===== src/verilog/pslc_pkg.sv =====
// Purpose: shared constants and carriers for the status and indicator register bank
// Assumes: 16-bit management registers addressed by a 5-bit register number
// Notes: register numbers are the management-interface register addresses
package pslc_pkg;

  // ----------------------------------------------------------------
  // register numbers
  // ----------------------------------------------------------------
  localparam logic [4:0] PSLC_ADDR_STATE = 5'h1A; // transceiver_state_report
  localparam logic [4:0] PSLC_ADDR_IND1 = 5'h1B; // indicator_control_one

  // ----------------------------------------------------------------
  // state report field positions
  // ----------------------------------------------------------------
  localparam int PSLC_ST_SWAP = 11;
  localparam int PSLC_ST_POL = 10;
  localparam int PSLC_ST_SPD_HI = 9;
  localparam int PSLC_ST_SPD_LO = 8;
  localparam int PSLC_ST_DUPLEX = 7;
  localparam int PSLC_ST_LINK = 6;
  localparam int PSLC_ST_TX = 5;
  localparam int PSLC_ST_RX = 4;
  localparam int PSLC_ST_COL = 3;
  localparam int PSLC_ST_ANEG = 2;
  localparam int PSLC_ST_PAUSE = 1;
  localparam int PSLC_ST_ASYM = 0;

  // ----------------------------------------------------------------
  // indicator control one field positions
  // ----------------------------------------------------------------
  localparam int PSLC_IC_TWO_FAST_TEN = 15;
  localparam int PSLC_IC_TWO_LA_GIG = 14;
  localparam int PSLC_IC_EXT_TEN = 13;
  localparam int PSLC_IC_EXT_FAST = 12;
  localparam int PSLC_IC_EXT_GIG = 11;
  localparam int PSLC_IC_EXT_LA = 10;
  localparam int PSLC_IC_PAUSE_HI = 7;
  localparam int PSLC_IC_PAUSE_LO = 4;
  localparam int PSLC_IC_STR_HI = 3;
  localparam int PSLC_IC_STR_LO = 2;
  localparam int PSLC_IC_OFF = 1;
  localparam int PSLC_IC_PSTR = 0;

  // ----------------------------------------------------------------
  // reset values
  // ----------------------------------------------------------------
  localparam logic [1:0] PSLC_SPD_UNKNOWN = 2'h3;
  localparam logic [1:0] PSLC_SPD_GIG = 2'h2;
  localparam logic [1:0] PSLC_SPD_FAST = 2'h1;
  localparam logic [1:0] PSLC_SPD_TEN = 2'h0;
  localparam logic PSLC_RST_POL = 1'h1;
  localparam logic [3:0] PSLC_RST_PAUSE = 4'h0;
  localparam logic [1:0] PSLC_RST_STR = 2'h0;
  localparam logic PSLC_RST_PSTR = 1'h1;
  // writable bits of indicator control one; 9:8 reserved
  localparam logic [15:0] PSLC_IC_WMASK = 16'hFCFF;

  // ----------------------------------------------------------------
  // stretch timing (20 MHz, 50 ns)
  // ----------------------------------------------------------------
  localparam int PSLC_CLK_KHZ = 20000;
  localparam int PSLC_STR0_MS = 32;
  localparam int PSLC_STR1_MS = 64;
  localparam int PSLC_STR2_MS = 104;
  localparam int PSLC_STR0_CYC = PSLC_STR0_MS * PSLC_CLK_KHZ;
  localparam int PSLC_STR1_CYC = PSLC_STR1_MS * PSLC_CLK_KHZ;
  localparam int PSLC_STR2_CYC = PSLC_STR2_MS * PSLC_CLK_KHZ;

  // ----------------------------------------------------------------
  // standard function codes
  // ----------------------------------------------------------------
  localparam logic [3:0] PSLC_FN_GIG = 4'h0;
  localparam logic [3:0] PSLC_FN_FAST = 4'h1;
  localparam logic [3:0] PSLC_FN_TEN = 4'h2;
  localparam logic [3:0] PSLC_FN_GIG_FASTBL = 4'h3;
  localparam logic [3:0] PSLC_FN_LINK = 4'h4;
  localparam logic [3:0] PSLC_FN_TX = 4'h5;
  localparam logic [3:0] PSLC_FN_RX = 4'h6;
  localparam logic [3:0] PSLC_FN_ACT = 4'h7;
  localparam logic [3:0] PSLC_FN_FDX = 4'h8;
  localparam logic [3:0] PSLC_FN_COL = 4'h9;
  localparam logic [3:0] PSLC_FN_LINK_ACT = 4'hA;
  localparam logic [3:0] PSLC_FN_LINK_RX = 4'hB;
  localparam logic [3:0] PSLC_FN_LINK_COL = 4'hC;
  localparam logic [3:0] PSLC_FN_BLINK = 4'hD;
  localparam logic [3:0] PSLC_FN_ON = 4'hE;
  localparam logic [3:0] PSLC_FN_OFF = 4'hF;

  // ----------------------------------------------------------------
  // carriers
  // ----------------------------------------------------------------
  // live line-side conditions feeding the state report
  typedef struct packed {
    logic pair_swap;
    logic pol_inv;
    logic [1:0] speed;
    logic full_duplex;
    logic link_up;
    logic tx_busy;
    logic rx_busy;
    logic collision;
    logic aneg_local;
    logic aneg_partner;
    logic lp_pause;
    logic lp_asym;
  } pslc_line_t;

  // four indicator function codes, ten/fast/gig/link-activity
  typedef struct packed {
    logic [3:0] ten;
    logic [3:0] fast;
    logic [3:0] gig;
    logic [3:0] link_act;
  } pslc_codes_t;

  // indicator levels, one bit per lamp, lit high
  typedef struct packed {
    logic ten;
    logic fast;
    logic gig;
    logic link_act;
  } pslc_lamps_t;

endpackage


===== src/verilog/pslc_regs.sv =====
// Purpose: status report and indicator control one registers with indicator drive
// Assumes: the management frame engine presents one register access per strobe
// Notes: all line-side conditions arrive synchronous to clk_sys_i
//
// What this block does
// - bit 11 reports pairs A/B swapped
// - bit 10 polarity inverted at 10M, resets one
// - bits 9:8 speed code, resets undetermined
// - bit 7 full duplex, resets zero
// - bit 6 link up, resets zero
// - bit 5 transmitting a packet
// - bit 4 receiving a packet
// - bit 3 live collision indication
// - bit 2 both ends auto-negotiate
// - bits 1,0 partner pause and asymmetric pause
// - bit 14 two-colour link-activity with gigabit
// - bit 15 two-colour fast with ten
// - two-colour pair never lights both lamps
// - bits 13:10 extended or standard decoding
// - ten-extended bit loaded from strap
// - bits 7:4 blink pause count, resets zero
// - bits 3:2 stretch 32/64/104 ms
// - bit 1 forces lamps off, strap reset
// - standard function codes select displayed condition
`timescale 1ns/10ps
module pslc_regs
  import pslc_pkg::*;
#(
  parameter int STR0_CYC = PSLC_STR0_CYC, // 32 ms stretch in cycles
  parameter int STR1_CYC = PSLC_STR1_CYC, // 64 ms stretch in cycles
  parameter int STR2_CYC = PSLC_STR2_CYC, // 104 ms stretch in cycles
  parameter int BLINK_CYC = 2000000 // blink half-period in cycles
) (
  input wire logic clk_sys_i,
  input wire logic sys_rst_i,
  input wire logic reg_req_i, // one-cycle access strobe
  input wire logic reg_wr_i, // 1 write, 0 read
  input wire logic [4:0] reg_addr_i,
  input wire logic [15:0] reg_wdata_i,
  output logic [15:0] reg_rdata_o,
  output logic reg_ack_o,
  input wire pslc_line_t line_i,
  input wire pslc_codes_t codes_i,
  input wire logic indicator_config_strap_i,
  output pslc_lamps_t lamps_o
);

  // ----------------------------------------------------------------
  // registers
  // ----------------------------------------------------------------
  logic [15:0] state_report; // sampled line state
  logic [15:0] ind_ctl; // indicator control one
  logic strap_pend; // strap still to be captured after reset
  logic [31:0] str_cnt; // stretch hold counter
  logic [31:0] blink_cnt; // blink half-period counter
  logic [3:0] pause_cnt; // remaining pause half-periods of the blink pattern
  logic blink; // blink phase
  pslc_lamps_t raw; // decoded lamp functions
  pslc_lamps_t shown; // after pairing and disable
  logic evt; // any tx/rx/col event
  logic stretched; // stretched event level
  logic [31:0] str_len; // selected stretch length

  // standard or extended decode of one function code
  function automatic logic decode(input logic [3:0] code, input logic ext,
                                  input logic [15:0] st, input logic act, input logic bl);
    logic r;
    logic lk;
    logic [1:0] sp;
    r = 1'b0;
    lk = st[PSLC_ST_LINK];
    sp = st[PSLC_ST_SPD_HI:PSLC_ST_SPD_LO];
    if (!ext) begin
      case (code)
        PSLC_FN_GIG: r = lk && sp == PSLC_SPD_GIG;
        PSLC_FN_FAST: r = lk && sp == PSLC_SPD_FAST;
        PSLC_FN_TEN: r = lk && sp == PSLC_SPD_TEN;
        PSLC_FN_GIG_FASTBL: r = lk && (sp == PSLC_SPD_GIG || (sp == PSLC_SPD_FAST && bl));
        PSLC_FN_LINK: r = lk;
        PSLC_FN_TX: r = st[PSLC_ST_TX];
        PSLC_FN_RX: r = st[PSLC_ST_RX];
        PSLC_FN_ACT: r = act;
        PSLC_FN_FDX: r = st[PSLC_ST_DUPLEX];
        PSLC_FN_COL: r = st[PSLC_ST_COL];
        PSLC_FN_LINK_ACT: r = lk && !(act && bl);
        PSLC_FN_LINK_RX: r = lk && !(st[PSLC_ST_RX] && bl);
        PSLC_FN_LINK_COL: r = lk && !(st[PSLC_ST_COL] && bl);
        PSLC_FN_BLINK: r = bl;
        PSLC_FN_ON: r = 1'b1;
        PSLC_FN_OFF: r = 1'b0;
        default: r = 1'b0;
      endcase
    end else begin
      // extended set: single speeds or speed pairs, optionally with activity blink
      case (code)
        4'h0: r = lk && (sp == PSLC_SPD_TEN || sp == PSLC_SPD_FAST);
        4'h1: r = lk && (sp == PSLC_SPD_FAST || sp == PSLC_SPD_GIG);
        4'h2: r = lk && sp == PSLC_SPD_FAST && !(act && bl);
        4'h3: r = lk && sp == PSLC_SPD_TEN && !(act && bl);
        4'h4: r = lk && sp == PSLC_SPD_GIG && !(act && bl);
        4'h5: r = lk && sp != PSLC_SPD_GIG && !(act && bl);
        4'h6: r = lk && sp != PSLC_SPD_TEN && !(act && bl);
        4'h7: r = lk && (sp == PSLC_SPD_TEN || sp == PSLC_SPD_GIG);
        default: r = 1'b0; // unlisted extended codes keep the lamp dark
      endcase
    end
    return r;
  endfunction

  // ----------------------------------------------------------------
  // state report sampling
  // ----------------------------------------------------------------
  // sampled each cycle so a read returns a stable, one-cycle-old view
  always_ff @(posedge clk_sys_i) begin
    if (sys_rst_i) begin
      state_report <= '0;
      state_report[PSLC_ST_POL] <= PSLC_RST_POL;
      state_report[PSLC_ST_SPD_HI:PSLC_ST_SPD_LO] <= PSLC_SPD_UNKNOWN;
    end else begin
      state_report <= '0; // bits 15:12 belong to other logic, shown zero here
      state_report[PSLC_ST_SWAP] <= line_i.pair_swap;
      // polarity only means something at 10 Mb/s; elsewhere show the reset value
      state_report[PSLC_ST_POL] <= (line_i.speed == PSLC_SPD_TEN) ?
                                   line_i.pol_inv : PSLC_RST_POL;
      state_report[PSLC_ST_SPD_HI:PSLC_ST_SPD_LO] <= line_i.speed;
      state_report[PSLC_ST_DUPLEX] <= line_i.full_duplex;
      state_report[PSLC_ST_LINK] <= line_i.link_up;
      state_report[PSLC_ST_TX] <= line_i.tx_busy;
      state_report[PSLC_ST_RX] <= line_i.rx_busy;
      state_report[PSLC_ST_COL] <= line_i.collision;
      state_report[PSLC_ST_ANEG] <= line_i.aneg_local && line_i.aneg_partner;
      state_report[PSLC_ST_PAUSE] <= line_i.lp_pause;
      state_report[PSLC_ST_ASYM] <= line_i.lp_asym;
    end
  end

  // ----------------------------------------------------------------
  // indicator control one
  // ----------------------------------------------------------------
  // strap is caught on the first clock after reset release, never under reset
  always_ff @(posedge clk_sys_i) begin
    if (sys_rst_i) begin
      strap_pend <= 1'b1;
    end else begin
      strap_pend <= 1'b0;
    end
  end

  always_ff @(posedge clk_sys_i) begin
    if (sys_rst_i) begin
      ind_ctl <= '0; // two-colour and extended bits off
      ind_ctl[PSLC_IC_PAUSE_HI:PSLC_IC_PAUSE_LO] <= PSLC_RST_PAUSE;
      ind_ctl[PSLC_IC_STR_HI:PSLC_IC_STR_LO] <= PSLC_RST_STR;
      ind_ctl[PSLC_IC_PSTR] <= PSLC_RST_PSTR;
    end else if (strap_pend) begin
      ind_ctl[PSLC_IC_EXT_TEN] <= indicator_config_strap_i;
      ind_ctl[PSLC_IC_OFF] <= indicator_config_strap_i;
    end else if (reg_req_i && reg_wr_i && reg_addr_i == PSLC_ADDR_IND1) begin
      ind_ctl <= reg_wdata_i & PSLC_IC_WMASK;
    end
  end

  // ----------------------------------------------------------------
  // read path
  // ----------------------------------------------------------------
  // unmapped registers read zero; the status register ignores writes
  always_ff @(posedge clk_sys_i) begin
    if (sys_rst_i) begin
      reg_rdata_o <= '0;
      reg_ack_o <= 1'b0;
    end else begin
      reg_ack_o <= reg_req_i;
      if (reg_req_i && !reg_wr_i) begin
        case (reg_addr_i)
          PSLC_ADDR_STATE: reg_rdata_o <= state_report;
          PSLC_ADDR_IND1: reg_rdata_o <= ind_ctl;
          default: reg_rdata_o <= '0;
        endcase
      end
    end
  end

  // ----------------------------------------------------------------
  // event stretching
  // ----------------------------------------------------------------
  always_comb begin
    case (ind_ctl[PSLC_IC_STR_HI:PSLC_IC_STR_LO])
      2'h0: str_len = 32'(STR0_CYC);
      2'h1: str_len = 32'(STR1_CYC);
      2'h2: str_len = 32'(STR2_CYC);
      default: str_len = 32'(STR0_CYC); // reserved code falls back to shortest
    endcase
  end

  assign evt = state_report[PSLC_ST_TX] | state_report[PSLC_ST_RX] | state_report[PSLC_ST_COL];

  // holds activity visible long enough for the eye to catch short packets
  always_ff @(posedge clk_sys_i) begin
    if (sys_rst_i) begin
      str_cnt <= '0;
    end else if (evt) begin
      str_cnt <= str_len;
    end else if (str_cnt != 32'h0) begin
      str_cnt <= str_cnt - 32'h1;
    end
  end

  assign stretched = evt | (ind_ctl[PSLC_IC_PSTR] && str_cnt != 32'h0);

  // ----------------------------------------------------------------
  // blink pattern with pause cycles
  // ----------------------------------------------------------------
  // after each on/off pair the lamp rests dark for the programmed pause count
  always_ff @(posedge clk_sys_i) begin
    if (sys_rst_i) begin
      blink_cnt <= '0;
      blink <= 1'b0;
      pause_cnt <= '0;
    end else if (blink_cnt != 32'(BLINK_CYC - 1)) begin
      blink_cnt <= blink_cnt + 32'h1;
    end else begin
      blink_cnt <= '0;
      if (pause_cnt != 4'h0) begin
        pause_cnt <= pause_cnt - 4'h1;
      end else if (blink) begin
        blink <= 1'b0;
        pause_cnt <= ind_ctl[PSLC_IC_PAUSE_HI:PSLC_IC_PAUSE_LO];
      end else begin
        blink <= 1'b1;
      end
    end
  end

  // ----------------------------------------------------------------
  // lamp decode, pairing and output
  // ----------------------------------------------------------------
  always_comb begin
    raw.ten = decode(codes_i.ten, ind_ctl[PSLC_IC_EXT_TEN], state_report,
                     stretched, blink);
    raw.fast = decode(codes_i.fast, ind_ctl[PSLC_IC_EXT_FAST], state_report,
                      stretched, blink);
    raw.gig = decode(codes_i.gig, ind_ctl[PSLC_IC_EXT_GIG], state_report,
                     stretched, blink);
    raw.link_act = decode(codes_i.link_act, ind_ctl[PSLC_IC_EXT_LA], state_report,
                          stretched, blink);
    shown = raw;
    // two-colour: first lamp is the pair's and, second lamp lit only alone
    if (ind_ctl[PSLC_IC_TWO_LA_GIG]) begin
      shown.link_act = raw.link_act & raw.gig;
      shown.gig = raw.gig & ~raw.link_act;
    end
    if (ind_ctl[PSLC_IC_TWO_FAST_TEN]) begin
      shown.fast = raw.fast & raw.ten;
      shown.ten = raw.ten & ~raw.fast;
    end
    if (ind_ctl[PSLC_IC_OFF]) begin
      shown = '0;
    end
  end

  always_ff @(posedge clk_sys_i) begin
    if (sys_rst_i) begin
      lamps_o <= '0;
    end else begin
      lamps_o <= shown;
    end
  end

endmodule


===== config.mk =====
export PLATFORM = sky130hd
export DESIGN_NAME = pslc_regs
export DESIGN_NICKNAME = d
export VERILOG_FILES = /design/src/verilog/pslc_pkg.sv /design/src/verilog/pslc_regs.sv
export SDC_FILE = /design/constraint.sdc
export NUM_CORES = 1
export LEC_CHECK = 0
export BUFFER_PORTS_ARGS = -buffer_cell sky130_fd_sc_hd__buf_2
export CORE_MARGIN = 5
export CORE_UTILIZATION = 24
export CTS_CLUSTER_DIAMETER = 40
export DETAILED_ROUTE_END_ITERATION = 16
export HOLD_SLACK_MARGIN = 0.06
export PLACE_DENSITY = 0.52
export SYNTH_ARGS = -nofsm -noshare
export SYNTH_HDL_FRONTEND = slang
export SYNTH_SLANG_ARGS = --single-unit

===== constraint.sdc =====
create_clock -name clk_sys_i -period 6.6 [get_ports clk_sys_i]
set_clock_uncertainty 0.15 [all_clocks]
set_input_delay 1.32 -clock clk_sys_i [delete_from_list [all_inputs] [get_ports clk_sys_i]]
set_output_delay 1.32 -clock clk_sys_i [all_outputs]
set_load 0.02 [all_outputs]

==> flow_metrics.env <==
export IMPL_synthCells=778
export IMPL_post_cts_buffers=0
export IMPL_ys_async_sr_fraction_pct=0
export IMPL_core_area_mm2=0.0258
export IMPL_final_cell_count_no_fill=1179
export IMPL_initial_utilization_pct=24.2
export IMPL_clock_tree_htree_level_count=4
export IMPL_finalPower_mw=1.89
export IMPL_finalWirelength_mm=17.9
export IMPL_die_area_mm2=0.0293
export IMPL_die_w_um=171
export IMPL_antenna_found_initial=0
export IMPL_drive_gt1_share_pct=16.0
export IMPL_fillers=2771
export IMPL_cts_root_buf="clkbuf_16"
export IMPL_clkSlewWorstSetupHoldPaths_ns=0.05
export IMPL_hold_buffers=0
export IMPL_ys_seq_elements=117
export IMPL_synth_flop_cell="dfxtp_1"
export IMPL_cts_tree="yes"
export IMPL_mostFrequentLayoutCells="dfxtp_1 (117), nor2_1 (109), nand2_1 (75)"
export IMPL_synthesis_area_mm2=0.00622
export IMPL_crit_path_start="reg_addr_i[0]"
export IMPL_start_kind="input port"
export IMPL_overflow=0
export IMPL_synth_top_family_by_area="simple AND/OR/NAND/NOR gates"
export IMPL_synthToLayoutAreaGrowth_pct=19.8
export IMPL_cts_made_buffers=17
export IMPL_synth_mux_area_share_pct=3.30
export IMPL_grt_total_usage_pct=12.3
export IMPL_io_pins=76
export IMPL_critical_path_required_ns=6.75
export IMPL_holdWs_ns=0.306
export IMPL_synth_fa_ha_area_share_pct=1.81
export IMPL_syn_nets=842
export IMPL_synth_warnings=0
export IMPL_fin_util_pct=28.9
export IMPL_max_slew_worst_pin_slew_ns=0.996
export IMPL_gp_congestion=0.787
export IMPL_place_area_mm2=0.00689
export IMPL_hold_path_startpoint="reg_rdata_o[8]"
export IMPL_num_rows=59
export IMPL_synth_xor_area_share_pct=8.44
export IMPL_wire_per_inst_um=15.2
export IMPL_drt_pass1_iter_count=5
export IMPL_status="completed"
export IMPL_seq_area_frac_synth_pct=37.6
export IMPL_power_leakage_nw=2.77
export IMPL_final_hold_violation_count=0
export IMPL_setup_viol=0
export IMPL_ant_nets=0
export IMPL_avgSynthCellArea_um2=8.00
export IMPL_min_period_ns=3.37
export IMPL_post_cts_resized=0
export IMPL_clock_sinks=117
export IMPL_port_buffer_count=73
export IMPL_timing_rr_start="state_report[9]"
export IMPL_mostFrequentLayoutCell="dfxtp_1"
export IMPL_num_antenna_cells=0
export IMPL_fin_nets=896
export IMPL_path_max_fanout=13
export IMPL_path_class="in -> reg"
export IMPL_powerDensity_mw_per_mm2=254
export IMPL_fin_crit_sh_pct=51.1
export IMPL_place_ws_ns=2.79
export IMPL_final_area_mm2=0.00746
export IMPL_grt_max_degree=55
export IMPL_synth_edf_count=0
export IMPL_hpwl_mm=12.7
export IMPL_synth_compound_area_share_pct=15.3
export IMPL_clk_latency_ns=0.42
export IMPL_finalWorstSetupSlack_ns=3.23
export IMPL_drc_errors=0
export IMPL_vias=5677
export IMPL_slew_violations=0
export IMPL_placed_cells=1148
export IMPL_peakVddDrop_uv=161
export IMPL_end_kind="register"
export IMPL_grt_pass1_vias=5200
export IMPL_maxCapViolations=0
export IMPL_die_h_um=171
export IMPL_multi_input_area_mm2=0.00363
export IMPL_holdCritPathClass="reg -> reg"
export IMPL_grt_pass1_wl_mm=28.2
export IMPL_max_freq_ghz=0.297
export IMPL_rsz0062_at_grt="false"
export IMPL_arrival_ns=3.53
export IMPL_synth_cell_type_count=70
export IMPL_first_iter_violations=394
export IMPL_vias_per_cell=4.82
export IMPL_synth_simple_area_share_pct=29.4
export IMPL_regArea_mm2=0.00234
export IMPL_slew_headroom_pct=33.3
export IMPL_clockBufferDepth=2
export IMPL_fin_tns_setup_ns=0
[cell families (layout without fill, tap and decap cells)]
| family | after synthesis | after routing |
|---|---|---|
| AND/OR/NAND/NOR | 365 | 365 |
| AO/OA/AOI/OAI | 140 | 140 |
| adder cells (fa/ha/maj) | 9 | 9 |
| multiplexers | 20 | 20 |
| flip-flops | 117 | 117 |
| XOR/XNOR | 60 | 60 |
| buffers and inverters | 67 | 133 |
[critical path: stages]
cell and delay (ns):
buf_2 0.37, inv_1 0.08, nor2_1 0.33, nand3_1 0.22, nor2_1 0.80, nor2_1 0.10
a211o_1 0.30
[cells in the mapped netlist (9+ instances only)]
cell type,count,area (um2)
a31oi_1,10,62.6
xnor2_1,22,193
nor4_1,14,87.6
dfxtp_1,117,2340
inv_1,22,82.6
mux2i_1,16,160
nor3_1,26,130
nand2_1,75,282
clkbuf_1,36,135
ha_1,9,113
nand3_1,35,175
xor2_1,38,333
a21oi_1,49,245
nor2_1,109,409
o21ai_0,23,115
nand4_1,15,93.8
nor2b_1,25,156
[registers in the layout (all words and copies together) (netlist names)]
signal	flops
blink_cnt	32
str_cnt	32
reg_rdata_o	16
ind_ctl	14
state_report	12
lamps_o	4
pause_cnt	4
blink	1
reg_ack_o	1
strap_pend	1
[report_power, final]
| part | total, mW | internal (mW) | leakage [nW] | switching (mW) |
|---|---|---|---|---|
| registers | 0.758 | 0.731 | 0.952 | 0.0270 |
| clock network | 0.877 | 0.544 | 0.266 | 0.333 |
| logic | 0.256 | 0.104 | 1.55 | 0.152 |
| total | 1.89 | 1.38 | 2.77 | 0.512 |
[layout make-up]
| class | instances | share of cell area, % |
|---|---|---|
| multi-input combinational | 594 | 48.6 |
| sequential | 117 | 31.4 |
| clock buffer | 20 | 6.26 |
| tap | 335 | 5.62 |
| timing repair buffer | 80 | 5.60 |
| clock inverter | 11 | 1.39 |
| inverter | 22 | 1.11 |
[path summary, 6_finish.rpt]
kind / to / slack [ns] / cells after the start
setup / recovery: ind_ctl[0] / 3.23 / 7
setup reg to reg: lamps_o[1] / 3.46 / 9
hold / removal: reg_rdata_o[8] / 0.31 / 2
hold reg to reg: reg_rdata_o[8] / 0.31 / 2
[routing by layer]
metal	wire length (um)	global-route usage, %	vias up
met5	0	0	-
met4	184	3.48	0
met3	1070	3.12	11
met2	7970	18.6	146
met1	8720	17.2	2666
li1	-	-	2854
No activity file was read; power rests on OpenSTA's default activity.
